--- config.mk ---
export PLATFORM = sky130hd
export DESIGN_NAME = rrt_timers
export DESIGN_NICKNAME = d
export VERILOG_FILES = /design/src/rrt_pkg.sv /design/src/rrt_prescaler.sv /design/src/rrt_timer16.sv /design/src/rrt_timers.sv
export SDC_FILE = /design/constraint.sdc
export NUM_CORES = 1
export LEC_CHECK = 0
export BUFFER_PORTS_ARGS = -buffer_cell sky130_fd_sc_hd__buf_4
export CORE_ASPECT_RATIO = 1.1
export CORE_MARGIN = 2
export CORE_UTILIZATION = 62
export CTS_BUF_LIST = sky130_fd_sc_hd__clkbuf_4 sky130_fd_sc_hd__clkbuf_8 sky130_fd_sc_hd__clkbuf_16
export CTS_CLUSTER_DIAMETER = 150
export DETAILED_ROUTE_END_ITERATION = 8
export GPL_ROUTABILITY_DRIVEN = 0
export PLACE_DENSITY = 0.8
export SYNTH_ARGS = -nofsm -noshare
export SYNTH_HDL_FRONTEND = slang
export SYNTH_SLANG_ARGS = --single-unit
--- constraint.sdc ---
create_clock -name clk_in -period 4.65 [get_ports clk_in]
set_clock_uncertainty 0.2 [all_clocks]
set_input_delay 0.465 -clock clk_in [delete_from_list [all_inputs] [get_ports clk_in]]
set_output_delay 0.465 -clock clk_in [all_outputs]
set_load 0.02 [all_outputs]
--- src/rrt_pkg.sv ---
package rrt_pkg;
	// ----------------------------------------------------------------
	// register offsets
	// ----------------------------------------------------------------
	localparam logic [7:0] RRT_NRT_HIGH_OFS = 8'h10;
	localparam logic [7:0] RRT_NRT_LOW_OFS = 8'h11;
	localparam logic [7:0] RRT_CTRL_OFS = 8'h12;
	localparam logic [7:0] RRT_GPT_HIGH_OFS = 8'h13;
	localparam logic [7:0] RRT_GPT_LOW_OFS = 8'h14;
	localparam logic [7:0] RRT_MODE_OFS = 8'h18;
	localparam logic [7:0] RRT_IRQ_STAT_OFS = 8'h19;
	localparam logic [7:0] RRT_IRQ_MASK_OFS = 8'h1a;
	localparam logic [7:0] RRT_CMD_OFS = 8'h1b;
	localparam logic [7:0] RRT_STATUS_OFS = 8'h1c;
	// ----------------------------------------------------------------
	// control register fields
	// ----------------------------------------------------------------
	localparam int RRT_CTRL_NRT_STEP = 0;
	localparam int RRT_CTRL_NRT_PAY = 1;
	localparam int RRT_CTRL_NRT_PEER = 2;
	localparam int RRT_CTRL_MRT_STEP = 3;
	localparam int RRT_CTRL_TRIG_LSB = 5;
	// mode register fields
	localparam int RRT_MODE_NFC = 0;
	localparam int RRT_MODE_PEER = 1;
	// command register bits
	localparam int RRT_CMD_NRT_START = 0;
	localparam int RRT_CMD_GPT_START = 1;
	// interrupt bits
	localparam int RRT_IRQ_NRT = 0;
	localparam int RRT_IRQ_GPT = 1;
	localparam int RRT_IRQ_W = 2;
	// ----------------------------------------------------------------
	// reset values
	// ----------------------------------------------------------------
	localparam logic [7:0] RRT_NRT_RESET = 8'h00;
	localparam logic [7:0] RRT_CTRL_RESET = 8'h00;
	localparam logic [7:0] RRT_GPT_RESET = 8'h00;
	// ----------------------------------------------------------------
	// step sizes in carrier periods
	// ----------------------------------------------------------------
	localparam int RRT_NRT_STEP_FINE = 64;
	localparam int RRT_NRT_STEP_COARSE = 4096;
	localparam int RRT_MRT_STEP_FINE = 64;
	localparam int RRT_MRT_STEP_COARSE = 512;
	localparam int RRT_GPT_STEP = 8;
	// ----------------------------------------------------------------
	// trigger source codes
	// ----------------------------------------------------------------
	typedef enum logic [2:0] {
		RRT_TRIG_NONE = 3'h0,
		RRT_TRIG_RX_END = 3'h1,
		RRT_TRIG_RX_START = 3'h2,
		RRT_TRIG_TX_END = 3'h3
	} rrt_trig_t;
endpackage : rrt_pkg

--- src/rrt_prescaler.sv ---
`timescale 1ns/1ps
`default_nettype none
module rrt_prescaler
	import rrt_pkg::*;
#(
	parameter int STEP = 64
) (
	// clock and reset
	input wire logic clk_in,
	input wire logic rst_b_in,
	// control
	input wire logic carrier_tick_in,
	input wire logic clear_in,
	// tick
	output logic tick_out
);
	localparam int CW = $clog2(STEP);

	typedef struct packed {
		logic [CW-1:0] cnt;
		logic tick;
	} rrt_ps_state_t;

	rrt_ps_state_t st_reg;
	rrt_ps_state_t st_next;

	always_comb begin
		st_next = st_reg;
		st_next.tick = 1'b0;
		if (clear_in) begin
			st_next.cnt = '0;
		end else if (carrier_tick_in) begin
			if (st_reg.cnt == CW'(STEP - 1)) begin
				st_next.cnt = '0;
				st_next.tick = 1'b1;
			end else begin
				st_next.cnt = st_reg.cnt + CW'(1);
			end
		end
	end

	always_ff @(posedge clk_in or negedge rst_b_in) begin
		if (!rst_b_in) begin
			st_reg <= '0;
		end else begin
			st_reg <= st_next;
		end
	end

	assign tick_out = st_reg.tick;
endmodule : rrt_prescaler
`default_nettype wire

--- src/rrt_timer16.sv ---
`timescale 1ns/1ps
`default_nettype none
module rrt_timer16
	import rrt_pkg::*;
#(
	parameter int W = 16
) (
	// clock and reset
	input wire logic clk_in,
	input wire logic rst_b_in,
	// control
	input wire logic start_in,
	input wire logic stop_in,
	input wire logic step_tick_in,
	input wire logic [W-1:0] limit_in,
	// status
	output logic running_out,
	output logic expired_out
);
	typedef struct packed {
		logic [W-1:0] cnt;
		logic run;
		logic exp;
	} rrt_tm_state_t;

	rrt_tm_state_t st_reg;
	rrt_tm_state_t st_next;

	always_comb begin
		st_next = st_reg;
		st_next.exp = 1'b0;
		if (start_in) begin
			st_next.cnt = '0;
			st_next.run = 1'b1;
		end else if (stop_in) begin
			st_next.run = 1'b0;
		end else if (st_reg.run && step_tick_in) begin
			if (st_reg.cnt + W'(1) >= limit_in) begin
				st_next.run = 1'b0;
				st_next.exp = 1'b1;
			end else begin
				st_next.cnt = st_reg.cnt + W'(1);
			end
		end
	end

	always_ff @(posedge clk_in or negedge rst_b_in) begin
		if (!rst_b_in) begin
			st_reg <= '0;
		end else begin
			st_reg <= st_next;
		end
	end

	assign running_out = st_reg.run;
	assign expired_out = st_reg.exp;
endmodule : rrt_timer16
`default_nettype wire

--- src/rrt_timers.sv ---
`timescale 1ns/1ps
`default_nettype none
// Notes on behaviour
// the no-response timeout is 16 bits, high byte at 10h, low byte at 11h.
// the no-response step is 64 carrier periods, or 4096 when its step bit is set.
// the no-response timer starts after transmission and flags an interrupt on timeout.
// in nfc mode the no-response timer starts only once an external field is seen.
// in active peer mode it starts when the transmitter turns off after a message.
// an all-zero no-response timeout never starts the timer.
// the start command clears the no-response timer and counts the full timeout again.
// control bit 2 picks own field off (0) or peer field on (1) as the peer-mode start; the code reads it only with trigger 011, else tx_end_in starts it.
// control bit 1 selects the payment mode of the no-response timer.
// control bit 3 sets the mask receive step to 64 or 512 carrier periods.
// the general timer always starts on its direct command.
// trigger 001 adds end of reception, 010 adds start of reception, 1xx is reserved.
// trigger 011 adds end of transmission, and in peer mode turns the field off.
// the general timeout is 16 bits at 13h and 14h in steps of 8 carrier periods.
// the mask receive window after transmission ignores receiver output.
// the general timer stops at its value and raises an expired event.
// running timers count prescaled ticks and stop at expiry until restarted.
module rrt_timers
	import rrt_pkg::*;
#(
	parameter logic [7:0] MRT_VALUE = 8'h04
) (
	// clock and reset
	input wire logic clk_in,
	input wire logic rst_b_in,
	// register port
	input wire logic [7:0] addr_in,
	input wire logic [7:0] wdata_in,
	input wire logic wr_in,
	input wire logic rd_in,
	output logic [7:0] rdata_out,
	// events
	input wire logic carrier_tick_in,
	input wire logic tx_end_in,
	input wire logic rx_start_in,
	input wire logic rx_end_in,
	input wire logic ext_field_in,
	input wire logic peer_field_on_in,
	// outputs
	output logic field_off_out,
	output logic rx_mask_out,
	output logic nrt_payment_out,
	output logic irq_out
);
	// ----------------------------------------------------------------
	// state
	// ----------------------------------------------------------------
	typedef struct packed {
		logic [7:0] nrt_hi;
		logic [7:0] nrt_lo;
		logic [7:0] ctrl;
		logic [7:0] gpt_hi;
		logic [7:0] gpt_lo;
		logic [1:0] mode;
		logic [RRT_IRQ_W-1:0] irq_stat;
		logic [RRT_IRQ_W-1:0] irq_mask;
		logic [7:0] rdata;
		logic nrt_armed;
		logic mrt_run;
		logic [7:0] mrt_cnt;
		logic field_off;
		logic irq;
	} rrt_state_t;

	rrt_state_t st_reg;
	rrt_state_t st_next;

	logic nrt_tick_f, nrt_tick_c, gpt_tick, mrt_tick_f, mrt_tick_c;
	logic nrt_run, nrt_exp, gpt_run, gpt_exp;
	logic nrt_start, nrt_stop, gpt_start;
	logic cmd_nrt, cmd_gpt, peer_mode, nfc_mode;
	logic [15:0] nrt_limit, gpt_limit;
	rrt_trig_t trig;

	// ----------------------------------------------------------------
	// prescalers
	// ----------------------------------------------------------------
	// no-response step, fine and coarse
	rrt_prescaler #(.STEP(RRT_NRT_STEP_FINE)) u_ps_nrt_f (
		.clk_in(clk_in),
		.rst_b_in(rst_b_in),
		.carrier_tick_in(carrier_tick_in),
		.clear_in(nrt_start),
		.tick_out(nrt_tick_f)
	);
	rrt_prescaler #(.STEP(RRT_NRT_STEP_COARSE)) u_ps_nrt_c (
		.clk_in(clk_in),
		.rst_b_in(rst_b_in),
		.carrier_tick_in(carrier_tick_in),
		.clear_in(nrt_start),
		.tick_out(nrt_tick_c)
	);
	// general timer step
	rrt_prescaler #(.STEP(RRT_GPT_STEP)) u_ps_gpt (
		.clk_in(clk_in),
		.rst_b_in(rst_b_in),
		.carrier_tick_in(carrier_tick_in),
		.clear_in(gpt_start),
		.tick_out(gpt_tick)
	);
	// mask receive step, fine and coarse
	rrt_prescaler #(.STEP(RRT_MRT_STEP_FINE)) u_ps_mrt_f (
		.clk_in(clk_in),
		.rst_b_in(rst_b_in),
		.carrier_tick_in(carrier_tick_in),
		.clear_in(tx_end_in),
		.tick_out(mrt_tick_f)
	);
	rrt_prescaler #(.STEP(RRT_MRT_STEP_COARSE)) u_ps_mrt_c (
		.clk_in(clk_in),
		.rst_b_in(rst_b_in),
		.carrier_tick_in(carrier_tick_in),
		.clear_in(tx_end_in),
		.tick_out(mrt_tick_c)
	);

	// ----------------------------------------------------------------
	// start decisions
	// ----------------------------------------------------------------
	assign cmd_nrt = wr_in && addr_in == RRT_CMD_OFS && wdata_in[RRT_CMD_NRT_START];
	assign cmd_gpt = wr_in && addr_in == RRT_CMD_OFS && wdata_in[RRT_CMD_GPT_START];
	assign nrt_limit = {st_reg.nrt_hi, st_reg.nrt_lo};
	assign gpt_limit = {st_reg.gpt_hi, st_reg.gpt_lo};
	assign peer_mode = st_reg.mode[RRT_MODE_PEER];
	assign nfc_mode = st_reg.mode[RRT_MODE_NFC];
	assign trig = rrt_trig_t'(st_reg.ctrl[RRT_CTRL_TRIG_LSB +: 3]);

	always_comb begin
		logic want;
		want = 1'b0;
		if (peer_mode) begin
			if (trig == RRT_TRIG_TX_END && st_reg.ctrl[RRT_CTRL_NRT_PEER]) begin
				want = peer_field_on_in;
			end else begin
				// field-off expiry only counts when the general timer owns the field
				want = (trig == RRT_TRIG_TX_END && gpt_exp) ||
					(trig != RRT_TRIG_TX_END && tx_end_in);
			end
		end else if (nfc_mode) begin
			want = st_reg.nrt_armed && ext_field_in;
		end else begin
			want = tx_end_in;
		end
		nrt_start = (want || cmd_nrt) && nrt_limit != 16'h0000;
	end

	assign nrt_stop = rx_start_in && !nrt_start; // response cancels the timeout

	always_comb begin
		gpt_start = cmd_gpt;
		unique case (trig)
			RRT_TRIG_RX_END: gpt_start = cmd_gpt || rx_end_in;
			RRT_TRIG_RX_START: gpt_start = cmd_gpt || rx_start_in;
			RRT_TRIG_TX_END: gpt_start = cmd_gpt || tx_end_in;
			default: gpt_start = cmd_gpt; // reserved codes add nothing
		endcase
	end

	// ----------------------------------------------------------------
	// timers
	// ----------------------------------------------------------------
	rrt_timer16 #(.W(16)) u_nrt (
		.clk_in(clk_in),
		.rst_b_in(rst_b_in),
		.start_in(nrt_start),
		.stop_in(nrt_stop),
		.step_tick_in(st_reg.ctrl[RRT_CTRL_NRT_STEP] ? nrt_tick_c : nrt_tick_f),
		.limit_in(nrt_limit),
		.running_out(nrt_run),
		.expired_out(nrt_exp)
	);
	// general timer runs to its limit, never cut short
	rrt_timer16 #(.W(16)) u_gpt (
		.clk_in(clk_in),
		.rst_b_in(rst_b_in),
		.start_in(gpt_start),
		.stop_in(1'b0),
		.step_tick_in(gpt_tick),
		.limit_in(gpt_limit),
		.running_out(gpt_run),
		.expired_out(gpt_exp)
	);

	// ----------------------------------------------------------------
	// registers and next state
	// ----------------------------------------------------------------
	always_comb begin
		st_next = st_reg;
		st_next.rdata = 8'h00;
		if (wr_in) begin
			unique case (addr_in)
				RRT_NRT_HIGH_OFS: st_next.nrt_hi = wdata_in;
				RRT_NRT_LOW_OFS: st_next.nrt_lo = wdata_in;
				RRT_CTRL_OFS: st_next.ctrl = wdata_in & 8'hef;
				RRT_GPT_HIGH_OFS: st_next.gpt_hi = wdata_in;
				RRT_GPT_LOW_OFS: st_next.gpt_lo = wdata_in;
				RRT_MODE_OFS: st_next.mode = wdata_in[1:0];
				RRT_IRQ_STAT_OFS: st_next.irq_stat = st_reg.irq_stat & ~wdata_in[RRT_IRQ_W-1:0];
				RRT_IRQ_MASK_OFS: st_next.irq_mask = wdata_in[RRT_IRQ_W-1:0];
				default: ;
			endcase
		end
		if (rd_in) begin
			unique case (addr_in)
				RRT_NRT_HIGH_OFS: st_next.rdata = st_reg.nrt_hi;
				RRT_NRT_LOW_OFS: st_next.rdata = st_reg.nrt_lo;
				RRT_CTRL_OFS: st_next.rdata = st_reg.ctrl;
				RRT_GPT_HIGH_OFS: st_next.rdata = st_reg.gpt_hi;
				RRT_GPT_LOW_OFS: st_next.rdata = st_reg.gpt_lo;
				RRT_MODE_OFS: st_next.rdata = {6'h00, st_reg.mode};
				RRT_IRQ_STAT_OFS: st_next.rdata = {6'h00, st_reg.irq_stat};
				RRT_IRQ_MASK_OFS: st_next.rdata = {6'h00, st_reg.irq_mask};
				RRT_STATUS_OFS: st_next.rdata = {4'h0, st_reg.field_off, st_reg.mrt_run,
					gpt_run, nrt_run};
				default: st_next.rdata = 8'h00;
			endcase
		end
		// nfc arm: end of tx arms, field seen starts
		if (tx_end_in) begin
			st_next.nrt_armed = 1'b1;
		end else if (nrt_start || !nfc_mode) begin
			st_next.nrt_armed = 1'b0;
		end
		// field off driven by general timer in peer mode
		if (peer_mode && trig == RRT_TRIG_TX_END && gpt_exp) begin
			st_next.field_off = 1'b1;
		end else if (gpt_start || !peer_mode) begin
			st_next.field_off = 1'b0;
		end
		// mask receive window
		if (tx_end_in) begin
			st_next.mrt_run = MRT_VALUE != 8'h00;
			st_next.mrt_cnt = 8'h00;
		end else if (st_reg.mrt_run && (st_reg.ctrl[RRT_CTRL_MRT_STEP] ? mrt_tick_c
			: mrt_tick_f)) begin
			if (st_reg.mrt_cnt + 8'h01 >= MRT_VALUE) begin
				st_next.mrt_run = 1'b0;
			end else begin
				st_next.mrt_cnt = st_reg.mrt_cnt + 8'h01;
			end
		end
		// sticky interrupts, set wins over clear
		if (nrt_exp) begin
			st_next.irq_stat[RRT_IRQ_NRT] = 1'b1;
		end
		if (gpt_exp) begin
			st_next.irq_stat[RRT_IRQ_GPT] = 1'b1;
		end
		st_next.irq = |(st_next.irq_stat & ~st_next.irq_mask);
	end

	always_ff @(posedge clk_in or negedge rst_b_in) begin
		if (!rst_b_in) begin
			st_reg <= '0;
			st_reg.nrt_hi <= RRT_NRT_RESET;
			st_reg.nrt_lo <= RRT_NRT_RESET;
			st_reg.ctrl <= RRT_CTRL_RESET;
			st_reg.gpt_hi <= RRT_GPT_RESET;
			st_reg.gpt_lo <= RRT_GPT_RESET;
		end else begin
			st_reg <= st_next;
		end
	end

	assign rdata_out = st_reg.rdata;
	assign field_off_out = st_reg.field_off;
	assign rx_mask_out = st_reg.mrt_run;
	assign nrt_payment_out = st_reg.ctrl[RRT_CTRL_NRT_PAY];
	assign irq_out = st_reg.irq;
endmodule : rrt_timers
`default_nettype wire

## Word level (Yosys, flattened, before mapping)

Cells that the tools add are included.

| word-level totals | value |
|---|---|
| register bits after elaboration | 142 |
| output and inout port bits | 12 |

| operators by class | value |
|---|---|
| add/subtract/negate cells | 8 |
| $lt $le $gt $ge | 3 |
| equal/unequal tests | 23 |
| muxes and demuxes | 59 |
| bitwise logic cells | 4 |
| reductions and logical operators | 50 |

Operators by type and width:

| operator | number |
|---|---|
| $eq 8x5->1 const B | 10 |
| $pmux 8 s9 | 1 |
| $mux 16 | 3 |
| $mux 18 | 2 |
| $mux 9 | 4 |
| $mux 17 | 2 |
| $add 16x1->16 const B | 2 |
| $ge 16x16->1 | 2 |
| $mux 1 | 26 |
| $mux 12 | 2 |
| $mux 6 | 4 |
| $reduce_and 2->1 | 11 |
| $reduce_bool 2->1 | 10 |
| $mux 8 | 2 |
| $reduce_bool 16->1 | 1 |
| $logic_and 1x1->1 | 14 |
| $mux 7 | 2 |
| $mux 13 | 1 |
| $add 12x1->12 const B | 1 |
| $add 6x1->6 const B | 2 |
| $eq 12x12->1 const B | 1 |
| $eq 6x6->1 const B | 2 |
| $mux 10 | 1 |
| $add 9x1->9 const B | 1 |
| other kinds (20) | 40 |

## Logic depth before layout (Yosys ltp)

Gate-level depths: netlist of run 1.

| depth | value |
|---|---|
| depth in word-level cells | 11 |
| mapped depth | 15 |
| depth with buffers taken out | 13 |

## Modules after synthesis

From an unflattened synthesis of run 1, not the netlist that was laid out.

| unflattened totals | value |
|---|---|
| cell total of the unflattened synthesis | 895 |
| area total of the unflattened synthesis | 9117.5 sq um |

By module, submodules not included:

| module | instances | cells each | area an instance (sq um) |
|---|---|---|---|
| rrt_timer16 | 2 | 207 | 1856.8 |
| rrt_timers | 1 | 273 | 3293.2 |
| rrt_prescaler (u_ps_mrt_f ...) | 2 | 36 | 359.1 |
| rrt_prescaler (u_ps_nrt_c) | 1 | 71 | 693.2 |
| rrt_prescaler (u_ps_mrt_c) | 1 | 50 | 515.5 |
| rrt_prescaler (u_ps_gpt) | 1 | 15 | 183.9 |

## Worst setup path after synthesis of run 1

Ideal clock, no wire load.

| path | value |
|---|---|
| path kind | register to register |
| start | reg u_nrt.st_reg[4] in the netlist's numbering |
| end | reg u_nrt.st_reg[14] in the netlist's numbering |
| setup time | 0.078 ns |
| data arrival time | 3.062 ns |
| data required time | 4.372 ns |
| slack | 1.310 ns |
| stages on the path, launching flop included | 14 |
| path buffers | 2 |
| cell sequence | dfrtp_1 -> nand3_4 -> nor3_4 -> nand2_2 -> or3_4 -> xnor2_1 -> ha_1 -> a21oi_1 -> o21ai_0 -> or2_2 -> clkbuf_1 -> clkbuf_4 -> or4_1 -> a21oi_1 |

| between the ends | value |
|---|---|
| longest elaborated chain between the ends | 5 |

RTL lines:

| what | RTL line | source |
|---|---|---|
| from (decl) | rrt_timer16.sv:26 | `rrt_tm_state_t st_reg;` |
| from (signal assigned) | rrt_timer16.sv:51 | `st_reg <= st_next;` |
| $add 16x1->16 (*) | rrt_timer16.sv:38, rrt_timer16.sv:42 |  |
| branches (longest 4 deep; another with $ge 16x16->1) | -- |  |

Every way passes the cells marked *. The select of a mux whose other input is x is not followed.
A chain may end at the register's enable or synchronous reset.

## Worst setup path after layout of run 1

| path | value |
|---|---|
| start | reg u_nrt.st_reg[4] in the netlist's numbering |
| end | reg u_nrt.st_reg[16] in the netlist's numbering |

The elaborated chain is that of the path after synthesis.

==> metrics.md, run 1 <==
| Metric | Value |
|---|---|
| Status | `finished with violations` |
| Failing checks | `hold timing` |
| Switch share | `0.307` |
| Proportion of layout cells with a drive suffix above 1 | `0.168` |
| CTS tree | `done` |
| Grt ovf | `0` |
| Longest Clk Path Bufs | `2` |
| Tcrit/Tclk final | `0.818` |
| Relative slew margins | `0.274` |
| Synth top area cells | `dfrtp_1, mux2_2, ha_1` |
| Routed wire length | `18900 um` |
| Leak | `4.08 nW` |
| Synth area leader | `dfrtp_1` |
| Vias in the first global route | `6511` |
| Via density | `6.44` |
| Number of routed nets with antenna violations | `0` |
| Synth unique cells | `67` |
| Critical path origin | `u_nrt.st_reg[4]$_DFFE_PN0P_` |
| Worst R2R Start | `u_nrt.st_reg[4]$_DFFE_PN0P_` |
| #FFs+latches synth | `142` |
| Worst hold margin | `-62.7 ps` |
| Ports | `38` |
| CTS H-tree depth | `4` |
| Final slew viol count | `0` |
| Placed Cells | `997` |
| # setup viols final | `0` |
| Initial antenna violation count | `0` |
| Max FFs per register | `19` |
| Die W | `114 um` |
| Pint | `0.00244 W` |
| Worst Hold Class | `primary input to async pin` |
| Detail Placement HPWL | `13100 um` |
| Unrepaired setup endpoints after global routing | `no` |
| Count of buffers from port buffering | `37` |
| Combinational fraction of design power | `0.196` |
| Clk slew on worst S/H paths | `60 ps` |
| Biggest cell delay along the critical path | `520 ps` |
| Postcts setup bufs | `0` |
| Crit path launch type | `register` |
| Hold Vio Cnt, Final | `15` |
| Core Box Area | `13000 um2` |
| CP Class | `register to register` |
| # diodes | `0` |
| Nets | `924` |
| DR vias | `6622` |
| Synthesized cell area | `8190 um2` |
| Fin Setup TNS | `0 ps` |
| Worst path required time | `4780 ps` |
| CP Cell Sequence | `nand3_4, nor3_4, nand2_2, or3_4, xnor2_1, ha_1, a21oi_1, o21ai_0, or2_2, or4_1, a21oi_1` |
| Clock root buffer | `clkbuf_16` |
| FP Rows | `44` |
| Worst path slowest cell | `or2_2` |
| Routed wire length per instance | `18.4 um` |
| PostCTS Resize Cnt | `0` |
| Tot Pwr | `0.00352 W` |
| Max IR drop VDD | `0.270 mV` |
| CTS Buf Count | `17` |
| Die area | `14100 um2` |
| Synth Flop Type | `dfrtp_1` |
| Post-synth top cells | `dfrtp_1, a21oi_1, nor2_1, nand2_1, mux2_2` |
| First-pass DRT Iterations | `5` |
| Initial core utilization | `0.628` |
| Worst Path Max Fanout | `28` |
| Async SR Flop Fraction | `1.00` |
| Psw | `0.00108 W` |
| Post-synth EDFFs | `0` |
| Fin crit period | `3800 ps` |
| Die Ht | `125 um` |
| Most used cell along the critical path | `a21oi_1` |
| Syn Nets | `906` |
| Starting DRT DRC Count | `561` |
| Worst-margin pin slew | `1080 ps` |
| Finished Layout Cells | `1028` |
| Register share of total power | `0.440` |
| Worst-Skew Late Latency | `420 ps` |
| Yosys warns | `0` |
| Post-synthesis cell count | `837` |
| Total of max-cap violations | `0` |
| PD cells | `390 nW/um2` |
| Area growth syn-to-layout | `10.1%` |
| Crit path DAT | `3940 ps` |
| Fillers | `948` |
| Post-synth top area share | `0.434` |
| Synth Area per Inst | `9.79 um2` |
| Most common cell in the netlist | `dfrtp_1` |
| Cts hold-fix bufs | `0` |
| Residual DRC | `0` |
| CP endpoint kind | `register` |
| Cells on worst reg2reg path | `11` |
| # clock sinks | `142` |
| Sequential area share after synthesis | `0.434` |
| Tot GR Track Use | `0.281` |
| Fmax | `0.263 GHz` |
| Global-route wire length before repair | `31700 um` |
| Largest net degree at the start of global routing | `112` |
| Clock network fraction of design power | `0.364` |
-- power by group through the flow --
stage	Sequential, W	Combinational, W	Clock, W
final	0.00155	0.000688	0.00128
after global routing	0.00157	0.000789	0.00135
after CTS	0.00154	0.000686	0.00130
after detailed placement	0.00156	0.000677	0
after global placement	0.00155	0.000628	0
after floorplan	0.00152	0.000512	0
-- metal layers --
metal | up-vias | GRT usage | wire length, um
met4 | 0 | 0.148 | 837
li1 | 3058 | - | -
met5 | - | 0 | 0
met1 | 3258 | 0.359 | 7870
met2 | 240 | 0.456 | 9250
met3 | 66 | 0.0467 | 917
-- cells in the final DEF, fill, tap and decap left out, types with 5 or more instances in the layout --
cell type,synthesis,routed
a22oi_1,12,12
or3_1,16,16
or4_1,17,17
nor2b_1,5,5
or2_2,6,6
mux2i_1,9,9
clkinv_2,0,6
nand3b_1,5,5
nand4_1,19,19
nor3_1,16,16
nor2_1,62,62
dfrtp_1,142,142
o31ai_1,14,14
and2_1,12,12
nand3_1,26,26
nor4_1,7,7
xor2_1,18,18
buf_4,9,39
o21ai_0,39,39
inv_1,38,38
a21oi_1,74,74
and4_1,6,6
clkbuf_16,0,17
ha_1,43,43
and3_1,14,14
mux2_2,54,54
nand2_1,56,56
xnor2_1,22,22
-- cell type report --
cell class | count | area (um2) | area share
sequential | 142 | 3550 | 0.394
clock buffer | 20 | 467 | 0.0517
inverter | 39 | 146 | 0.0162
multi-input combinational | 615 | 4260 | 0.472
timing repair buffer | 40 | 304 | 0.0337
clock inverter | 11 | 91.3 | 0.0101
tap | 161 | 201 | 0.0223
-- worst max-delay path, delay by kind of cell, from the launching register on --
kind | cells | cell delay [ps]
flops | 1 | 500
fa+ha+maj | 1 | 310
compound gates | 3 | 490
xor+xnor | 1 | 220
simple gates | 6 | 1980
-- worst paths after layout --
kind,slack [ps],to
setup reg to reg,850,u_nrt.st_reg[16]$_DFFE_PN0P_
max in group asynchronous,3290,u_ps_mrt_f.st_reg[6]$_DFFE_PN0P_
hold reg to reg,300,st_reg[6]$_DFFE_PN0P_
hold / removal,-60,u_gpt.st_reg[17]$_DFFE_PN0P_
min in group clk_in,130,gpt_limit[12]$_DFFE_PN0P_
setup / recovery,850,u_nrt.st_reg[16]$_DFFE_PN0P_
-- stage by stage --
step           hold slack [ps]  cell area [um2]  worst slack (ps)  utilization
6_report                 -62.7             9020               845        0.691
4_1_cts                   31.7             9020               870        0.691
2_1_floorplan            -30.6             8190              1310            -
3_3_place_gp               272             8460              1100        0.649
5_1_grt                   70.5             9020               579        0.691
3_5_place_dp               283             8460               898        0.649
-- cell families (layout without fill, tap and decap cells) --
family	after synthesis	in the layout	share of synthesized area
simple gates	296	296	0.198
buf+inv	80	110	0.0473
xor+xnor	40	40	0.0428
compound gates	173	173	0.127
fa+ha+maj	43	43	0.0657
mux	63	63	0.0852
flops	142	142	0.434
Power figures use the tool's default switching activity.
==> run 2: changes to the inputs <==
ABC_AREA = 1   (was not set)
CORE_UTILIZATION = 63   (was 62)
PLACE_DENSITY = 0.81   (was 0.8)
clock period = 4 ns   (was 4.65 ns; I/O delays follow)
==> metrics.md, run 2 <==
| Metric | Value |
|---|---|
| Worst Hold Class | `primary input to register` |
| Async SR Flop Fraction | `1.00 (unchanged)` |
| Fin crit period | `3150 ps (-658 ps)` |
| Tcrit/Tclk final | `0.787 (-0.0315)` |
| Count of buffers from port buffering | `37 (unchanged)` |
| Initial antenna violation count | `0 (unchanged)` |
| Biggest cell delay along the critical path | `470 ps (-50 ps)` |
| Routed wire length | `20100 um (+6.3%)` |
| Vias in the first global route | `7540 (+16%)` |
| Longest Clk Path Bufs | `2 (unchanged)` |
| Critical path origin | `u_nrt.st_reg[2]$_DFFE_PN0P_` |
| Crit path DAT | `3260 ps (-680 ps)` |
| Clock network fraction of design power | `0.360 (-0.004)` |
| Synth area leader | `dfrtp_1` |
| Multi-input logic area | `4370 um2 (+2.7%)` |
| Starting DRT DRC Count | `675 (+20%)` |
| Post-synth top cells | `nand2_1, inv_1, dfrtp_1, nand3_1, nor2_1` |
| DR vias | `7747 (+17%)` |
| CP Class | `register to register` |
| Gr busiest metal | `met2` |
| Design area | `9660 um2 (+7.1%)` |
| Area growth syn-to-layout | `10.7%` |
| Switch share | `0.335 (+0.0273)` |
| Number of routed nets with antenna violations | `0 (unchanged)` |
| Worst R2R Start | `u_nrt.st_reg[2]$_DFFE_PN0P_` |
| Leak | `4.80 nW (+18%)` |
| Residual DRC | `0 (unchanged)` |
| PD cells | `445 nW/um2 (+14%)` |
| Most common cell in the netlist | `nand2_1` |
| Crit path launch type | `register` |
| Cts hold-fix bufs | `2 (+2)` |
| Max IR drop VDD | `0.288 mV (+6.8%)` |
| Core Box Area | `13700 um2 (+4.9%)` |
| Register share of total power | `0.409 (-0.031)` |
| Synth Flop Type | `dfrtp_1` |
| Worst hold margin | `35.4 ps (+98.1 ps)` |
| CTS H-tree depth | `4 (unchanged)` |
| Combinational fraction of design power | `0.230 (+0.034)` |
| FP Rows | `45 (+2.3%)` |
| # diodes | `0 (unchanged)` |
| Total of max-cap violations | `0 (unchanged)` |
| Fin Setup TNS | `0 ps (unchanged)` |
| CP Cell Sequence | `ha_1, nand3_1, nor3_2, nand3_1, and2_1, ha_1, nand2_1, nor3_1, nand2_1, nand4_2, buf_4, nand2_2, nand2_1, nand2_1` |
| Final slew viol count | `0 (unchanged)` |
| Sequential area share after synthesis | `0.407 (-0.0268)` |
| Synth unique cells | `40 (-40%)` |
| Met1 usage | `0.383 (+0.0240)` |
| #FFs+latches synth | `142 (unchanged)` |
| Most frequent cells in the layout | `nand2_1, inv_1, dfrtp_1` |
| Pint | `0.00286 W (+17%)` |
| Detail Placement HPWL | `14800 um (+13%)` |
| Clk slew on worst S/H paths | `60 ps (about the same)` |
| First-pass DRT Iterations | `7 (+2)` |
| Most used cell along the critical path | `nand2_1` |
| Placed Area | `9060 um2 (+7.1%)` |
| Worst Path Max Fanout | `17 (-39%)` |
| Worst path required time | `4110 ps (-670 ps)` |
| Unrepaired setup endpoints after global routing | `no` |
| Hold Vio Cnt, Final | `0 (-15)` |
| Nets | `1291 (+40%)` |
| CTS tree | `done` |
| Clock root buffer | `clkbuf_16` |
| Tot GR Track Use | `0.296 (+0.0153)` |
| Ports | `38 (unchanged)` |
| Initial core utilization | `0.638 (+0.0103)` |
| Worst-margin pin slew | `857 ps (-223 ps)` |
| Synth top area cells | `dfrtp_1, nand2_1, nand3_1` |
| Relative slew margins | `0.429 (+0.155)` |
| CP endpoint kind | `register` |
| Fillers | `1131 (+19%)` |
| Proportion of layout cells with a drive suffix above 1 | `0.0907 (-0.0777)` |
| Worst-Skew Late Latency | `430 ps (about the same)` |
| Met2 usage | `0.495 (+0.0387)` |
| Tot Pwr | `0.00430 W (+22%)` |
| Max FFs per register | `19 (unchanged)` |
| Fmax | `0.318 GHz (+21%)` |
| Synth Area per Inst | `7.32 um2 (-25%)` |
| Util after Layout | `0.706 (+0.0149)` |
| Global-route wire length before repair | `34800 um (+9.7%)` |
| Syn Nets | `1261 (+39%)` |
| Post-synth EDFFs | `0 (unchanged)` |
| Worst path slowest cell | `dfrtp_1` |
| Largest net degree at the start of global routing | `96 (-14%)` |
| Grt ovf | `0 (unchanged)` |
| Die Ht | `127 um (+2.3%)` |
| Yosys warns | `0 (unchanged)` |
| Min-Delay Startpoint | `rd_in` |
| Status | `complete, no violations` |
| Leading cell type in the layout, fill and taps excluded | `nand2_1` |
| Via density | `5.44 (-15%)` |
| Postcts setup bufs | `0 (unchanged)` |
| Post-synthesis cell count | `1192 (+42%)` |
| CTS Buf Count | `17 (unchanged)` |
| # setup viols final | `0 (unchanged)` |
| GRT met3 Usage | `0.0489 (+0.00215)` |
| Psw | `0.00144 W (+33%)` |
| Seq. cell area | `3550 um2 (unchanged)` |
| # clock sinks | `142 (unchanged)` |
| Routed wire length per instance | `14.1 um (-23%)` |
| Post-synth top area share | `0.407 (-0.0268)` |
| Die W | `116 um (+2.3%)` |
| Synthesized cell area | `8730 um2 (+6.6%)` |
| Die area | `14800 um2 (+4.7%)` |
| PostCTS Resize Cnt | `0 (unchanged)` |
[run 2: changes by cell type in the layout (fill, tap and decap cells not counted), moves of 14 or more]
| cell | before | now |
|---|---|---|
| o21ai_0 | 39 | 65 |
| or3_1 | 16 | 0 |
| and3_1 | 14 | 0 |
| mux2_2 | 54 | 0 |
| nor2_1 | 62 | 128 |
| nand3_1 | 26 | 130 |
| inv_1 | 38 | 143 |
| a21oi_1 | 74 | 26 |
| o21ai_1 | 0 | 15 |
| or4_1 | 17 | 0 |
| nand2_1 | 56 | 322 |
| xnor2_1 | 22 | 3 |
[run 2: layer usage]
layer	up-vias	routed length, um
met5	-	0
met4	0	527
met3	49	847
met2	195	9710
met1	3598	8990
li1	3905	-
[run 2: worst max-delay path, delay by kind of cell, from the launching register on]
kind                       cells  cell delay [ps]
buffers and inverters          1              220
and+or+nand+nor               11             1620
DFF                            1              470
adders and majority gates      2              520
[run 2: area by class of cell]
cell class              count  share of cell area
clock inverters            12              0.0127
repair buffers             44              0.0351
multi-input cells         863               0.452
clock buffers              20              0.0477
flip-flops and latches    142               0.368
inverters                 154              0.0601
well taps                 188              0.0243
[run 2: kinds of logic (layout without fill, tap and decap cells)]
group           after synthesis  count (layout)  synth area share
simple gates                664             664             0.333
buf+inv                     187             230            0.0924
flops                       142             142             0.407
compound gates              132             132            0.0821
fa+ha+maj                    43              43            0.0616
xor+xnor                     24              24            0.0241
[run 2: final timing paths]
| kind | to | slack (ps) | depth (start not counted) |
|---|---|---|---|
| worst max-delay path | u_nrt.st_reg[8]$_DFFE_PN0P_ | 850 | 14 |
| max in group asynchronous | nrt_limit[14]$_DFFE_PN0P_ | 2290 | 3 |
| worst min register to register | gpt_limit[5]$_DFFE_PN0P_ | 280 | 2 |
| min in group asynchronous | st_reg[9]$_DFFE_PN0P_ | 440 | 2 |
| worst min-delay path | rdata_out[1]$_DFF_PN0_ | 40 | 3 |
| worst max register to register | u_nrt.st_reg[8]$_DFFE_PN0P_ | 850 | 14 |
[run 2: power by group through the flow]
stage / sequential, W / combinational [W] / clock (W)
final: 0.00176 / 0.000990 / 0.00155
after global routing: 0.00178 / 0.00115 / 0.00164
after CTS: 0.00175 / 0.000994 / 0.00157
after detailed placement: 0.00178 / 0.000982 / 0
after global placement: 0.00177 / 0.000943 / 0
after floorplan: 0.00173 / 0.000771 / 0
[run 2: stage by stage]
step / instances / setup slack [ps]
2_1_floorplan: 1192 / 1290
3_3_place_gp: 1389 / 1000
3_5_place_dp: 1389 / 859
4_1_cts: 1423 / 830
5_1_grt: 1423 / 454
6_report: 1423 / 853
